## config.mk

```make
export PLATFORM = sky130hd
export DESIGN_NAME = sync_sysref_lock_config_regs
export DESIGN_NICKNAME = d
export VERILOG_FILES = /design/src/logic/sync_cfg_pkg.sv /design/src/logic/tick_delay.sv /design/src/logic/sync_sysref_lock_config_regs.sv
export SDC_FILE = /design/constraint.sdc
export NUM_CORES = 1
export LEC_CHECK = 0
export BUFFER_PORTS_ARGS = -buffer_cell sky130_fd_sc_hd__buf_4
export CORE_UTILIZATION = 35
export CTS_BUF_LIST = sky130_fd_sc_hd__clkbuf_8
export DETAILED_ROUTE_END_ITERATION = 6
export GPL_TIMING_DRIVEN = 0
export PLACE_DENSITY = 0.54
export SLEW_MARGIN = 20
export SYNTH_ARGS = -nofsm -noshare
export SYNTH_HDL_FRONTEND = slang
export SYNTH_SLANG_ARGS = --single-unit
export TNS_END_PERCENT = 20
```

## constraint.sdc

```tcl
create_clock -name clk_i -period 8 [get_ports clk_i]
set_input_delay 0.4 -clock clk_i [delete_from_list [all_inputs] [get_ports clk_i]]
set_output_delay 0.4 -clock clk_i [all_outputs]
set_load 0.01 [all_outputs]
```

## src/logic/sync_cfg_pkg.sv

```systemverilog
package sync_cfg_pkg;

    // =========================================================
    // Register bus geometry
    localparam int ADDR_W = 7;
    localparam int DATA_W = 16;

    // =========================================================
    // Register offsets
    localparam logic [6:0] OFS_EXT_INPUT_PIN_CONFIG     = 7'h3a;
    localparam logic [6:0] OFS_LOCK_INDICATOR_SELECT    = 7'h3b;
    localparam logic [6:0] OFS_LOCK_INDICATOR_DELAY_REG = 7'h3c;
    localparam logic [6:0] OFS_MODULATOR_RESET_WAIT_HIGH = 7'h45;
    localparam logic [6:0] OFS_MODULATOR_RESET_WAIT_LOW = 7'h46;
    localparam logic [6:0] OFS_FRAME_REF_CONTROL        = 7'h47;
    localparam logic [6:0] OFS_FRAME_REF_DIVIDER_REG    = 7'h48;
    localparam logic [6:0] OFS_FRAME_REF_DELAY_A        = 7'h49;
    localparam logic [6:0] OFS_FRAME_REF_DELAY_B        = 7'h4a;
    localparam logic [6:0] OFS_BLOCK_STATUS             = 7'h7f;

    // =========================================================
    // Reset values
    localparam logic [15:0] RST_EXT_INPUT_PIN_CONFIG     = 16'h8001;
    localparam logic [15:0] RST_LOCK_INDICATOR_SELECT    = 16'h0001;
    localparam logic [15:0] RST_LOCK_INDICATOR_DELAY_REG = 16'h03e8;
    localparam logic [15:0] RST_MODULATOR_RESET_WAIT_HIGH = 16'h0000;
    localparam logic [15:0] RST_MODULATOR_RESET_WAIT_LOW = 16'hc350;
    localparam logic [15:0] RST_FRAME_REF_CONTROL        = 16'h0081;
    localparam logic [15:0] RST_FRAME_REF_DIVIDER_REG    = 16'h0000;
    localparam logic [15:0] RST_FRAME_REF_DELAY_A        = 16'h003f;
    localparam logic [15:0] RST_FRAME_REF_DELAY_B        = 16'h0000;

    // =========================================================
    // Field positions
    localparam int POS_PIN_DISREGARD  = 15;
    localparam int POS_HYSTERESIS     = 14;
    localparam int POS_BIAS_LSB       = 12;
    localparam int POS_FORMAT_LSB     = 9;
    localparam int POS_LOCK_KIND      = 0;
    localparam int POS_PREDIV_LSB     = 5;
    localparam int POS_BURST_MODE     = 4;
    localparam int POS_FR_ENABLE      = 3;
    localparam int POS_RELAY_MODE     = 2;
    localparam int POS_WEIGHT_LO_LSB  = 0;
    localparam int POS_WEIGHT_HI_LSB  = 6;
    localparam int POS_BURST_CNT_LSB  = 12;

    // =========================================================
    // Codes
    localparam logic [1:0] BIAS_INVALID     = 2'h3;
    localparam logic [2:0] FORMAT_LAST_OK   = 3'h3;
    localparam logic [2:0] PREDIV_BY1       = 3'h1;
    localparam logic [2:0] PREDIV_BY2       = 3'h2;
    localparam logic [2:0] PREDIV_BY4       = 3'h4;
    localparam logic [11:0] DIV_HALF_OFFSET = 12'h002;

    // =========================================================
    // Carriers
    typedef struct packed {
        logic       hysteresis;
        logic [1:0] bias_level;
        logic [2:0] pin_format;
    } pin_cfg_t;

    typedef struct packed {
        logic [5:0] weight_1;
        logic [5:0] weight_2;
        logic [5:0] weight_3;
        logic [5:0] weight_4;
    } delay_weights_t;

    typedef struct packed {
        logic bias_invalid;
        logic format_invalid;
        logic prediv_invalid;
        logic weights_invalid;
    } cfg_flags_t;

endpackage

```

## src/logic/tick_delay.sv

```systemverilog
`timescale 1ns/1ps
module tick_delay
    import sync_cfg_pkg::*;
(
    input  wire logic        clk_i,
    input  wire logic        resetn_i,
    input  wire logic        arm_i,
    input  wire logic        clear_i,
    input  wire logic        tick_i,
    input  wire logic [31:0] count_i,
    output logic             expired_o,
    output logic             busy_o
);
    logic        active_r;
    logic [31:0] cnt_r;

    // =========================================================
    // Arm loads the wait; clear abandons it
    always_ff @(posedge clk_i or negedge resetn_i) begin
        if (!resetn_i) begin
            active_r <= 1'b0;
        end else if (arm_i) begin
            active_r <= 1'b1;
        end else if (clear_i) begin
            active_r <= 1'b0;
        end
    end

    always_ff @(posedge clk_i or negedge resetn_i) begin
        if (!resetn_i) begin
            cnt_r <= 32'h0000_0000;
        end else if (arm_i) begin
            cnt_r <= count_i;
        end else if (active_r && tick_i && cnt_r != 32'h0000_0000) begin
            cnt_r <= cnt_r - 32'h0000_0001;
        end
    end

    assign expired_o = active_r && (cnt_r == 32'h0000_0000);
    assign busy_o    = active_r && (cnt_r != 32'h0000_0000);

endmodule // tick_delay

```

## src/logic/sync_sysref_lock_config_regs.sv

```systemverilog
`timescale 1ns/1ps
// Behaviour
// - Pins used only when not disregarded, phase-align
// - Hysteresis bit enables high LVDS hysteresis
// - Bias code selects level; code 3 invalid
// - Format code selects standards; 4-7 invalid
// - Lock kind adds tuning-voltage check
// - Lock waits delay field phase-detector cycles
// - Zero delay asserts lock immediately
// - Modulator reset holds divider for wait count, in fractional phase-align mode only
// - Pre-divider 1, 2, 4; others invalid
// - Burst bit selects pulser in master mode
// - Relay bit chooses master or repeater
// - Divider ratio is twice code plus four
// - Pulser emits burst count pulses
module sync_sysref_lock_config_regs
    import sync_cfg_pkg::*;
(
    input  wire logic                       clk_i,
    input  wire logic                       resetn_i,
    input  wire logic [6:0]                 addr_i,
    input  wire logic [15:0]                wdata_i,
    input  wire logic                       wr_i,
    input  wire logic                       rd_i,
    output logic [15:0]                     rdata_o,
    input  wire logic                       pfd_tick_i,
    input  wire logic                       phase_align_mode_i,
    input  wire logic                       fractional_mode_i,
    input  wire logic                       phase_align_pin_i,
    input  wire logic                       frame_ref_request_pin_i,
    input  wire logic                       vco_cal_ok_i,
    input  wire logic                       vtune_ok_i,
    input  wire logic                       modulator_reset_i,
    input  wire logic                       frame_ref_relay_in_i,
    output sync_cfg_pkg::pin_cfg_t          pin_cfg_o,
    output sync_cfg_pkg::delay_weights_t    delay_weights_o,
    output sync_cfg_pkg::cfg_flags_t        cfg_flags_o,
    output logic                            phase_align_sync_o,
    output logic                            lock_indicator_o,
    output logic                            vco_div_hold_o,
    output logic                            frame_ref_o
);
    import sync_cfg_pkg::*;

    // =========================================================
    // Helpers
    function automatic logic prediv_ok(input logic [2:0] code);
        return (code == PREDIV_BY1) || (code == PREDIV_BY2) || (code == PREDIV_BY4);
    endfunction

    function automatic logic wr_hit(input logic wr, input logic [6:0] a, input logic [6:0] ofs);
        return wr && (a == ofs);
    endfunction

    // =========================================================
    // Register storage
    logic [15:0] pin_cfg_r, lock_sel_r, lock_dly_r, wait_hi_r, wait_lo_r;
    logic [15:0] fr_ctrl_r, fr_div_r, fr_dly_a_r, fr_dly_b_r;

    always_ff @(posedge clk_i or negedge resetn_i) begin
        if (!resetn_i) begin
            pin_cfg_r  <= RST_EXT_INPUT_PIN_CONFIG;
            lock_sel_r <= RST_LOCK_INDICATOR_SELECT;
            lock_dly_r <= RST_LOCK_INDICATOR_DELAY_REG;
            wait_hi_r  <= RST_MODULATOR_RESET_WAIT_HIGH;
            wait_lo_r  <= RST_MODULATOR_RESET_WAIT_LOW;
            fr_ctrl_r  <= RST_FRAME_REF_CONTROL;
            fr_div_r   <= RST_FRAME_REF_DIVIDER_REG;
            fr_dly_a_r <= RST_FRAME_REF_DELAY_A;
            fr_dly_b_r <= RST_FRAME_REF_DELAY_B;
        end else if (wr_i) begin
            case (addr_i)
                OFS_EXT_INPUT_PIN_CONFIG:      pin_cfg_r  <= wdata_i;
                OFS_LOCK_INDICATOR_SELECT:     lock_sel_r <= wdata_i;
                OFS_LOCK_INDICATOR_DELAY_REG:  lock_dly_r <= wdata_i;
                OFS_MODULATOR_RESET_WAIT_HIGH: wait_hi_r  <= wdata_i;
                OFS_MODULATOR_RESET_WAIT_LOW:  wait_lo_r  <= wdata_i;
                OFS_FRAME_REF_CONTROL:         fr_ctrl_r  <= wdata_i;
                OFS_FRAME_REF_DIVIDER_REG:     fr_div_r   <= wdata_i;
                OFS_FRAME_REF_DELAY_A:         fr_dly_a_r <= wdata_i;
                OFS_FRAME_REF_DELAY_B:         fr_dly_b_r <= wdata_i;
                default: ;
            endcase
        end
    end

    // =========================================================
    // Field decode
    logic        pin_disregard, lock_kind, burst_mode, fr_enable, relay_mode;
    logic [2:0]  prediv, burst_hi;
    logic [3:0]  burst_count;
    logic [10:0] divider;
    logic [31:0] mod_wait;
    logic [6:0]  weight_sum;
    cfg_flags_t  flags;

    assign pin_disregard = pin_cfg_r[POS_PIN_DISREGARD];
    assign lock_kind     = lock_sel_r[POS_LOCK_KIND];
    assign prediv        = fr_ctrl_r[POS_PREDIV_LSB +: 3];
    assign burst_mode    = fr_ctrl_r[POS_BURST_MODE];
    assign fr_enable     = fr_ctrl_r[POS_FR_ENABLE];
    assign relay_mode    = fr_ctrl_r[POS_RELAY_MODE];
    assign divider       = fr_div_r[10:0];
    assign burst_count   = fr_dly_b_r[POS_BURST_CNT_LSB +: 4];
    assign mod_wait      = {wait_hi_r, wait_lo_r};
    assign burst_hi      = 3'h0;
    assign weight_sum    = {1'b0, fr_dly_a_r[5:0]} + {1'b0, fr_dly_a_r[11:6]}
                         + {1'b0, fr_dly_b_r[5:0]} + {1'b0, fr_dly_b_r[11:6]};

    assign flags.bias_invalid    = (pin_cfg_r[POS_BIAS_LSB +: 2] == BIAS_INVALID);
    assign flags.format_invalid  = (pin_cfg_r[POS_FORMAT_LSB +: 3] > FORMAT_LAST_OK);
    assign flags.prediv_invalid  = !prediv_ok(prediv);
    // Only the sum is checked; the two-zero pattern is left to software
    assign flags.weights_invalid = (weight_sum != 7'h3f);

    // =========================================================
    // Configuration outputs to the analog pin receivers and delay line
    always_ff @(posedge clk_i or negedge resetn_i) begin
        if (!resetn_i) begin
            pin_cfg_o       <= '0;
            delay_weights_o <= '0;
            cfg_flags_o     <= '0;
        end else begin
            pin_cfg_o.hysteresis <= pin_cfg_r[POS_HYSTERESIS];
            pin_cfg_o.bias_level <= pin_cfg_r[POS_BIAS_LSB +: 2];
            pin_cfg_o.pin_format <= pin_cfg_r[POS_FORMAT_LSB +: 3];
            delay_weights_o      <= {fr_dly_a_r[5:0], fr_dly_a_r[11:6], fr_dly_b_r[5:0], fr_dly_b_r[11:6]};
            cfg_flags_o          <= flags;
        end
    end

    // =========================================================
    // External pins: honoured only in phase-align mode and when not disregarded
    logic pins_used, req_q_r, req_edge;

    assign pins_used = !pin_disregard && phase_align_mode_i;
    assign req_edge  = pins_used && frame_ref_request_pin_i && !req_q_r;

    always_ff @(posedge clk_i or negedge resetn_i) begin
        if (!resetn_i) begin
            req_q_r            <= 1'b0;
            phase_align_sync_o <= 1'b0;
        end else begin
            req_q_r            <= frame_ref_request_pin_i;
            phase_align_sync_o <= pins_used && phase_align_pin_i;
        end
    end

    // =========================================================
    // Lock indicator and modulator wait, both counted in phase-detector cycles
    logic lock_src, lock_src_q_r, mod_arm, lock_exp, hold_busy;

    assign lock_src = vco_cal_ok_i && (!lock_kind || vtune_ok_i);
    assign mod_arm  = modulator_reset_i && phase_align_mode_i && fractional_mode_i;

    always_ff @(posedge clk_i or negedge resetn_i) begin
        if (!resetn_i) begin
            lock_src_q_r <= 1'b0;
        end else begin
            lock_src_q_r <= lock_src;
        end
    end

    tick_delay u_lock_delay (
        .clk_i     (clk_i),
        .resetn_i  (resetn_i),
        .arm_i     (lock_src && !lock_src_q_r),
        .clear_i   (!lock_src),
        .tick_i    (pfd_tick_i),
        .count_i   ({16'h0000, lock_dly_r}),
        .expired_o (lock_exp),
        .busy_o    ()
    );

    tick_delay u_mod_wait (
        .clk_i     (clk_i),
        .resetn_i  (resetn_i),
        .arm_i     (mod_arm),
        .clear_i   (1'b0),
        .tick_i    (pfd_tick_i),
        .count_i   (mod_wait),
        .expired_o (),
        .busy_o    (hold_busy)
    );

    // Lock is dropped at once when its source falls, without waiting
    assign lock_indicator_o = lock_exp && lock_src;
    assign vco_div_hold_o   = hold_busy;

    // =========================================================
    // Frame-reference generator
    logic        master_run, pre_tick, phase_r, phase_nxt;
    logic [2:0]  pre_cnt_r;
    logic [11:0] half_cnt_r, half_len;
    logic [3:0]  burst_left_r;

    assign half_len   = {1'b0, divider} + DIV_HALF_OFFSET;
    assign master_run = fr_enable && !relay_mode && prediv_ok(prediv)
                      && (!burst_mode || burst_left_r != 4'h0);
    assign pre_tick   = master_run && pfd_tick_i && (pre_cnt_r == 3'h0);
    assign phase_nxt  = master_run && (pre_tick && half_cnt_r == 12'h000 ? !phase_r : phase_r);

    always_ff @(posedge clk_i or negedge resetn_i) begin
        if (!resetn_i) begin
            pre_cnt_r <= 3'h0;
        end else if (!master_run) begin
            pre_cnt_r <= 3'h0;
        end else if (pfd_tick_i) begin
            pre_cnt_r <= (pre_cnt_r == 3'h0) ? prediv - 3'h1 : pre_cnt_r - 3'h1;
        end
    end

    always_ff @(posedge clk_i or negedge resetn_i) begin
        if (!resetn_i) begin
            half_cnt_r <= 12'h000;
            phase_r    <= 1'b0;
        end else if (!master_run) begin
            half_cnt_r <= 12'h000;
            phase_r    <= 1'b0;
        end else if (pre_tick) begin
            half_cnt_r <= (half_cnt_r == 12'h000) ? half_len - 12'h001 : half_cnt_r - 12'h001;
            phase_r    <= phase_nxt;
        end
    end

    // A burst starts on a request edge or on a write of the burst count;
    // a new start while pulsing restarts the count rather than queueing
    always_ff @(posedge clk_i or negedge resetn_i) begin
        if (!resetn_i) begin
            burst_left_r <= 4'h0;
        end else if (req_edge || wr_hit(wr_i, addr_i, OFS_FRAME_REF_DELAY_B)) begin
            burst_left_r <= req_edge ? burst_count : wdata_i[POS_BURST_CNT_LSB +: 4];
        end else if (burst_mode && phase_r && !phase_nxt && burst_left_r != 4'h0) begin
            burst_left_r <= burst_left_r - 4'h1;
        end
    end

    always_ff @(posedge clk_i or negedge resetn_i) begin
        if (!resetn_i) begin
            frame_ref_o <= 1'b0;
        end else begin
            frame_ref_o <= fr_enable && (relay_mode ? frame_ref_relay_in_i : phase_r);
        end
    end

    // =========================================================
    // Read port: data one cycle after the strobe, unmapped reads zero
    always_ff @(posedge clk_i or negedge resetn_i) begin
        if (!resetn_i) begin
            rdata_o <= 16'h0000;
        end else if (rd_i) begin
            case (addr_i)
                OFS_EXT_INPUT_PIN_CONFIG:      rdata_o <= pin_cfg_r;
                OFS_LOCK_INDICATOR_SELECT:     rdata_o <= lock_sel_r;
                OFS_LOCK_INDICATOR_DELAY_REG:  rdata_o <= lock_dly_r;
                OFS_MODULATOR_RESET_WAIT_HIGH: rdata_o <= wait_hi_r;
                OFS_MODULATOR_RESET_WAIT_LOW:  rdata_o <= wait_lo_r;
                OFS_FRAME_REF_CONTROL:         rdata_o <= fr_ctrl_r;
                OFS_FRAME_REF_DIVIDER_REG:     rdata_o <= fr_div_r;
                OFS_FRAME_REF_DELAY_A:         rdata_o <= fr_dly_a_r;
                OFS_FRAME_REF_DELAY_B:         rdata_o <= fr_dly_b_r;
                OFS_BLOCK_STATUS:              rdata_o <= {burst_left_r, burst_hi, lock_indicator_o,
                                                           vco_div_hold_o, phase_r, pins_used, 1'b0, flags};
                default:                       rdata_o <= 16'h0000;
            endcase
        end else begin
            rdata_o <= 16'h0000;
        end
    end

    logic [16:0] src_ticks_r;
    always_ff @(posedge clk_i or negedge resetn_i) begin
        if (!resetn_i) begin
            src_ticks_r <= 17'h00000;
        end else if (!lock_src || !lock_src_q_r) begin
            src_ticks_r <= 17'h00000;
        end else if (pfd_tick_i && src_ticks_r != 17'h1ffff) begin
            src_ticks_r <= src_ticks_r + 17'h00001;
        end
    end
endmodule // sync_sysref_lock_config_regs

```

==> results.py <==
metrics = {
    "critical_path": {
        "cp_max_fo": 4,
        "cp_slowest_stage_delay_ns": 0.54,
        "crit_slowest_cell": "fa_1",
        "worstSetupStartpoint": "fr_dly_a_r[7]$_DFFE_PN0P_",
        "worst-path-buf-inv": 3,
        "cp.required_ns": 8.46,
        "start_kind": "register",
        "path_cells": "fa_1, inv_1, fa_1, inv_1, ha_1, inv_1, fa_1, nor3_1, nand4_1, a21oi_1, a21oi_1",
        "critPathCaptureType": "register",
        "crit_arrival_ns": 3.91,
        "path_class": "reg2reg",
        "timing.rr.start": "fr_dly_a_r[7]$_DFFE_PN0P_",
        "cp_top_family": "adder cells",
    },
    "die": {
        "num_io_pins": 90,
        "die_area_um2": 40790,
        "row_count": 72,
        "dieHeight_um": 202.0,
        "start_util_pct": 35.88,
        "die_w_um": 202.0,
        "coreArea_um2": 39010,
    },
    "drt": {
        "wire_per_inst_um": 22.73,
        "wl_mm": 44.72,
        "vias_per_cell": 5.484,
        "ant_nets": 0,
        "first_pass_iters": 5,
        "first_iter_violations": 789,
        "via_count": 10790,
        "drc": 0,
    },
    "grt": {
        "antenna_found_initial": 3,
        "grt_pass1_wl_mm": 68.70,
        "groute.usage.overall_pct": 22.56,
        "grt_pass1_vias": 10820,
        "grt_max_degree": 98,
        "gr-total-overflow": 0,
    },
    "synth": {
        "synth.avg_cell_area_um2": 11.05,
        "ys.flop_type": "dfrtp_1",
        "synth-edff-count": 0,
        "synth_seq_area_share_pct": 50.98,
        "synth_cells": 1267,
        "synth_cell_types": 83,
        "synth_area_um2": 14000,
        "synth_fp_nets": 1334,
        "ys_warn_count": 0,
        "async_flop_share_pct": 100.0,
        "yosys_register_bits": 284,
    },
    "layout": {
        "fin_nets": 1474,
        "final_common_cell": "dfrtp_1",
        "area_growth_pct": 17.39,
        "drive_gt1_share_pct": 25.12,
        "fin_area_um2": 16430,
        "n_antenna_cell": 0,
        "layout_common_cells": "dfrtp_1, nand2_1, mux2_2",
    },
    "clocking": {
        "root_buffer": "clkbuf_8",
        "clock_latency_ns": 0.63,
        "cts.reportedPaths.clkPinSlew_ns": 0.06,
        "cts.sinks": 284,
        "cts_tree": "built",
        "clk_path_buf_depth": 3,
        "cts_buffers": 51,
        "cts_setup_buffers": 0,
        "htree_levels": 2,
    },
    "run": {
        "cap_violations": 0,
    },
    "pwr": {
        "intPower_uw": 2610,
        "peakVddDrop_mv": 0.1010,
        "p_leak_uw": 0.007471,
        "share_seq_of_total_power_pct": 47.0,
        "clkPwrFrac_pct": 37.7,
        "p_sw_share_pct": 29.57,
        "power_density_nw_per_um2": 225.6,
        "pwr-share-comb_pct": 15.3,
        "p_sw_uw": 1096,
    },
    "sta": {
        "slew_violations": 0,
        "slew-limit-headroom_pct": 36.29,
        "tightest_slew_ns": 0.9475,
        "period_share_pct": 43.11,
        "tns_ns": 0,
        "setup_viol": 0,
        "rsz0062_at_grt": "false",
        "fmax_mhz": 290.0,
        "fin_crit_ns": 3.449,
        "hold_viol_final": 0,
        "finClkSkew_ns": 0.02858,
    },
    "place": {
        "dp_hpwl_mm": 31.80,
        "port_buffers": 81,
        "place_area_um2": 15340,
        "gp_congestion": 0.9257,
    },
    "worst_hold_path": {
        "hp-start": "frame_ref_relay_in_i",
        "holdCritPathClass": "in2reg",
    },
    "run_status": {
        "status": "finished clean",
    },
}
[through the flow]
step / total power (uW) / setup WS (ns) / instances / util, % / hold slack (ns)
final: 3706 / 4.551 / 1967 / 42.12 / 0.08848
after global routing: 3891 / 4.407 / 1967 / 42.12 / 0.08667
after CTS: 3745 / 4.605 / 1967 / 42.12 / 0.05932
after detailed placement: 2328 / 4.633 / 1869 / 39.33 / 0.3405
after global placement: 2313 / 3.895 / 1866 / 39.10 / 0.4152
after floorplan: 2093 / 5.269 / 1267 / - / 0.1044
[worst paths after layout]
| path | to | slack [ns] | depth (start not counted) |
|---|---|---|---|
| max | rdata_o[0]$_DFF_PN0_ | 4.55 | 11 |
| max in group asynchronous | fr_dly_a_r[2]$_DFFE_PN1P_ | 6.60 | 4 |
| min in group asynchronous | u_mod_wait.cnt_r[21]$_DFFE_PN0P_ | 0.30 | 2 |
| min reg2reg | pin_cfg_o[1]$_DFF_PN0_ | 0.44 | 0 |
| max reg2reg | rdata_o[0]$_DFF_PN0_ | 4.55 | 11 |
| min | frame_ref_o$_DFF_PN0_ | 0.09 | 3 |
[metal layers]
| layer | wire length, um | global-route usage [%] | share of wire (%) | up-vias |
|---|---|---|---|---|
| li1 | - | - | - | 4840 |
| met1 | 20490 | 32.50 | 46 | 5447 |
| met2 | 19430 | 33.14 | 43 | 407 |
| met5 | 0 | 0 | 0 | - |
| met3 | 3063 | 3.870 | 6.8 | 94 |
| met4 | 1732 | 9.876 | 3.9 | 0 |
[tightest hold or removal path: cells and delay by family]
family,cells,cell delay (ns)
muxes,1,0.06
and+or+nand+nor,1,0.12
buffers and inverters,1,0.09
[layout make-up]
class	instances	area, um^2
sequential	284	7136
timing repair buffer	87	728.2
clock inverter	29	148.9
clock buffer	66	908.4
fill	3808	22580
inverter	29	108.9
tap	518	648.1
multi-input combinational	886	6421
buffer	68	330.3
[cells in the mapped netlist (7+ instances only)]
master	instances	share of area, %
nor3_1	25	0.89
mux2i_1	13	0.93
o21ai_0	40	1.4
inv_1	28	0.75
nand3b_1	10	0.54
a31oi_1	17	0.76
and3_1	10	0.45
nor2_1	91	2.4
nor4_1	21	0.94
mux2_2	108	8.7
or3_1	11	0.49
dfstp_2	23	4.3
xnor2_1	40	2.5
nand2b_1	8	0.36
nor4_2	7	0.63
nand3_1	35	1.3
buf_2	27	0.97
xor2_1	32	2.0
nand4_1	9	0.40
nor2b_1	8	0.36
fa_1	12	1.7
nand2_1	127	3.4
a21oi_1	53	1.9
dfrtp_1	261	47
and2_1	11	0.49
ha_1	19	1.7
clkbuf_1	27	0.72
mux2_1	26	2.1
a221oi_1	7	0.44
o21ai_1	13	0.46
buf_4	7	0.38
a22oi_1	34	1.8
[flip-flops by register name, summed over array words and instances (netlist names), 3 cells and up]
register and count:
fr_dly_b_r 16, wait_hi_r 16, rdata_o 16, delay_weights_o 24, half_cnt_r 12, lock_dly_r 16, wait_lo_r 16, pre_cnt_r 3
burst_left_r 4, u_mod_wait.cnt_r 32, fr_div_r 16, fr_dly_a_r 16, fr_ctrl_r 16, cfg_flags_o 4, pin_cfg_o 6, u_lock_delay.cnt_r 32
pin_cfg_r 16, lock_sel_r 16
[power by group through the flow]
stage                     sequential [uW]  clock [uW]  combinational, uW
after floorplan                      1720           0                376
after global placement               1760           0                553
after detailed placement             1760           0                565
after CTS                            1740        1430                570
after global routing                 1760        1500                634
final                                1740        1400                567
[logic make-up after synthesis]
group	synth area share [%]
multiplexers	11.71
adder cells (fa/ha/maj)	3.415
XOR/XNOR	4.506
flip-flops	50.98
AO/OA/AOI/OAI	10.62
AND/OR/NAND/NOR	15.63
buffers and inverters	3.138
[timing repair]
item	4_1_cts	5_1_grt
endpoints found under the hold margin	47	0
gates resized for setup	0	0
hold buffers	3	0
Power figures use the tool's default switching activity.
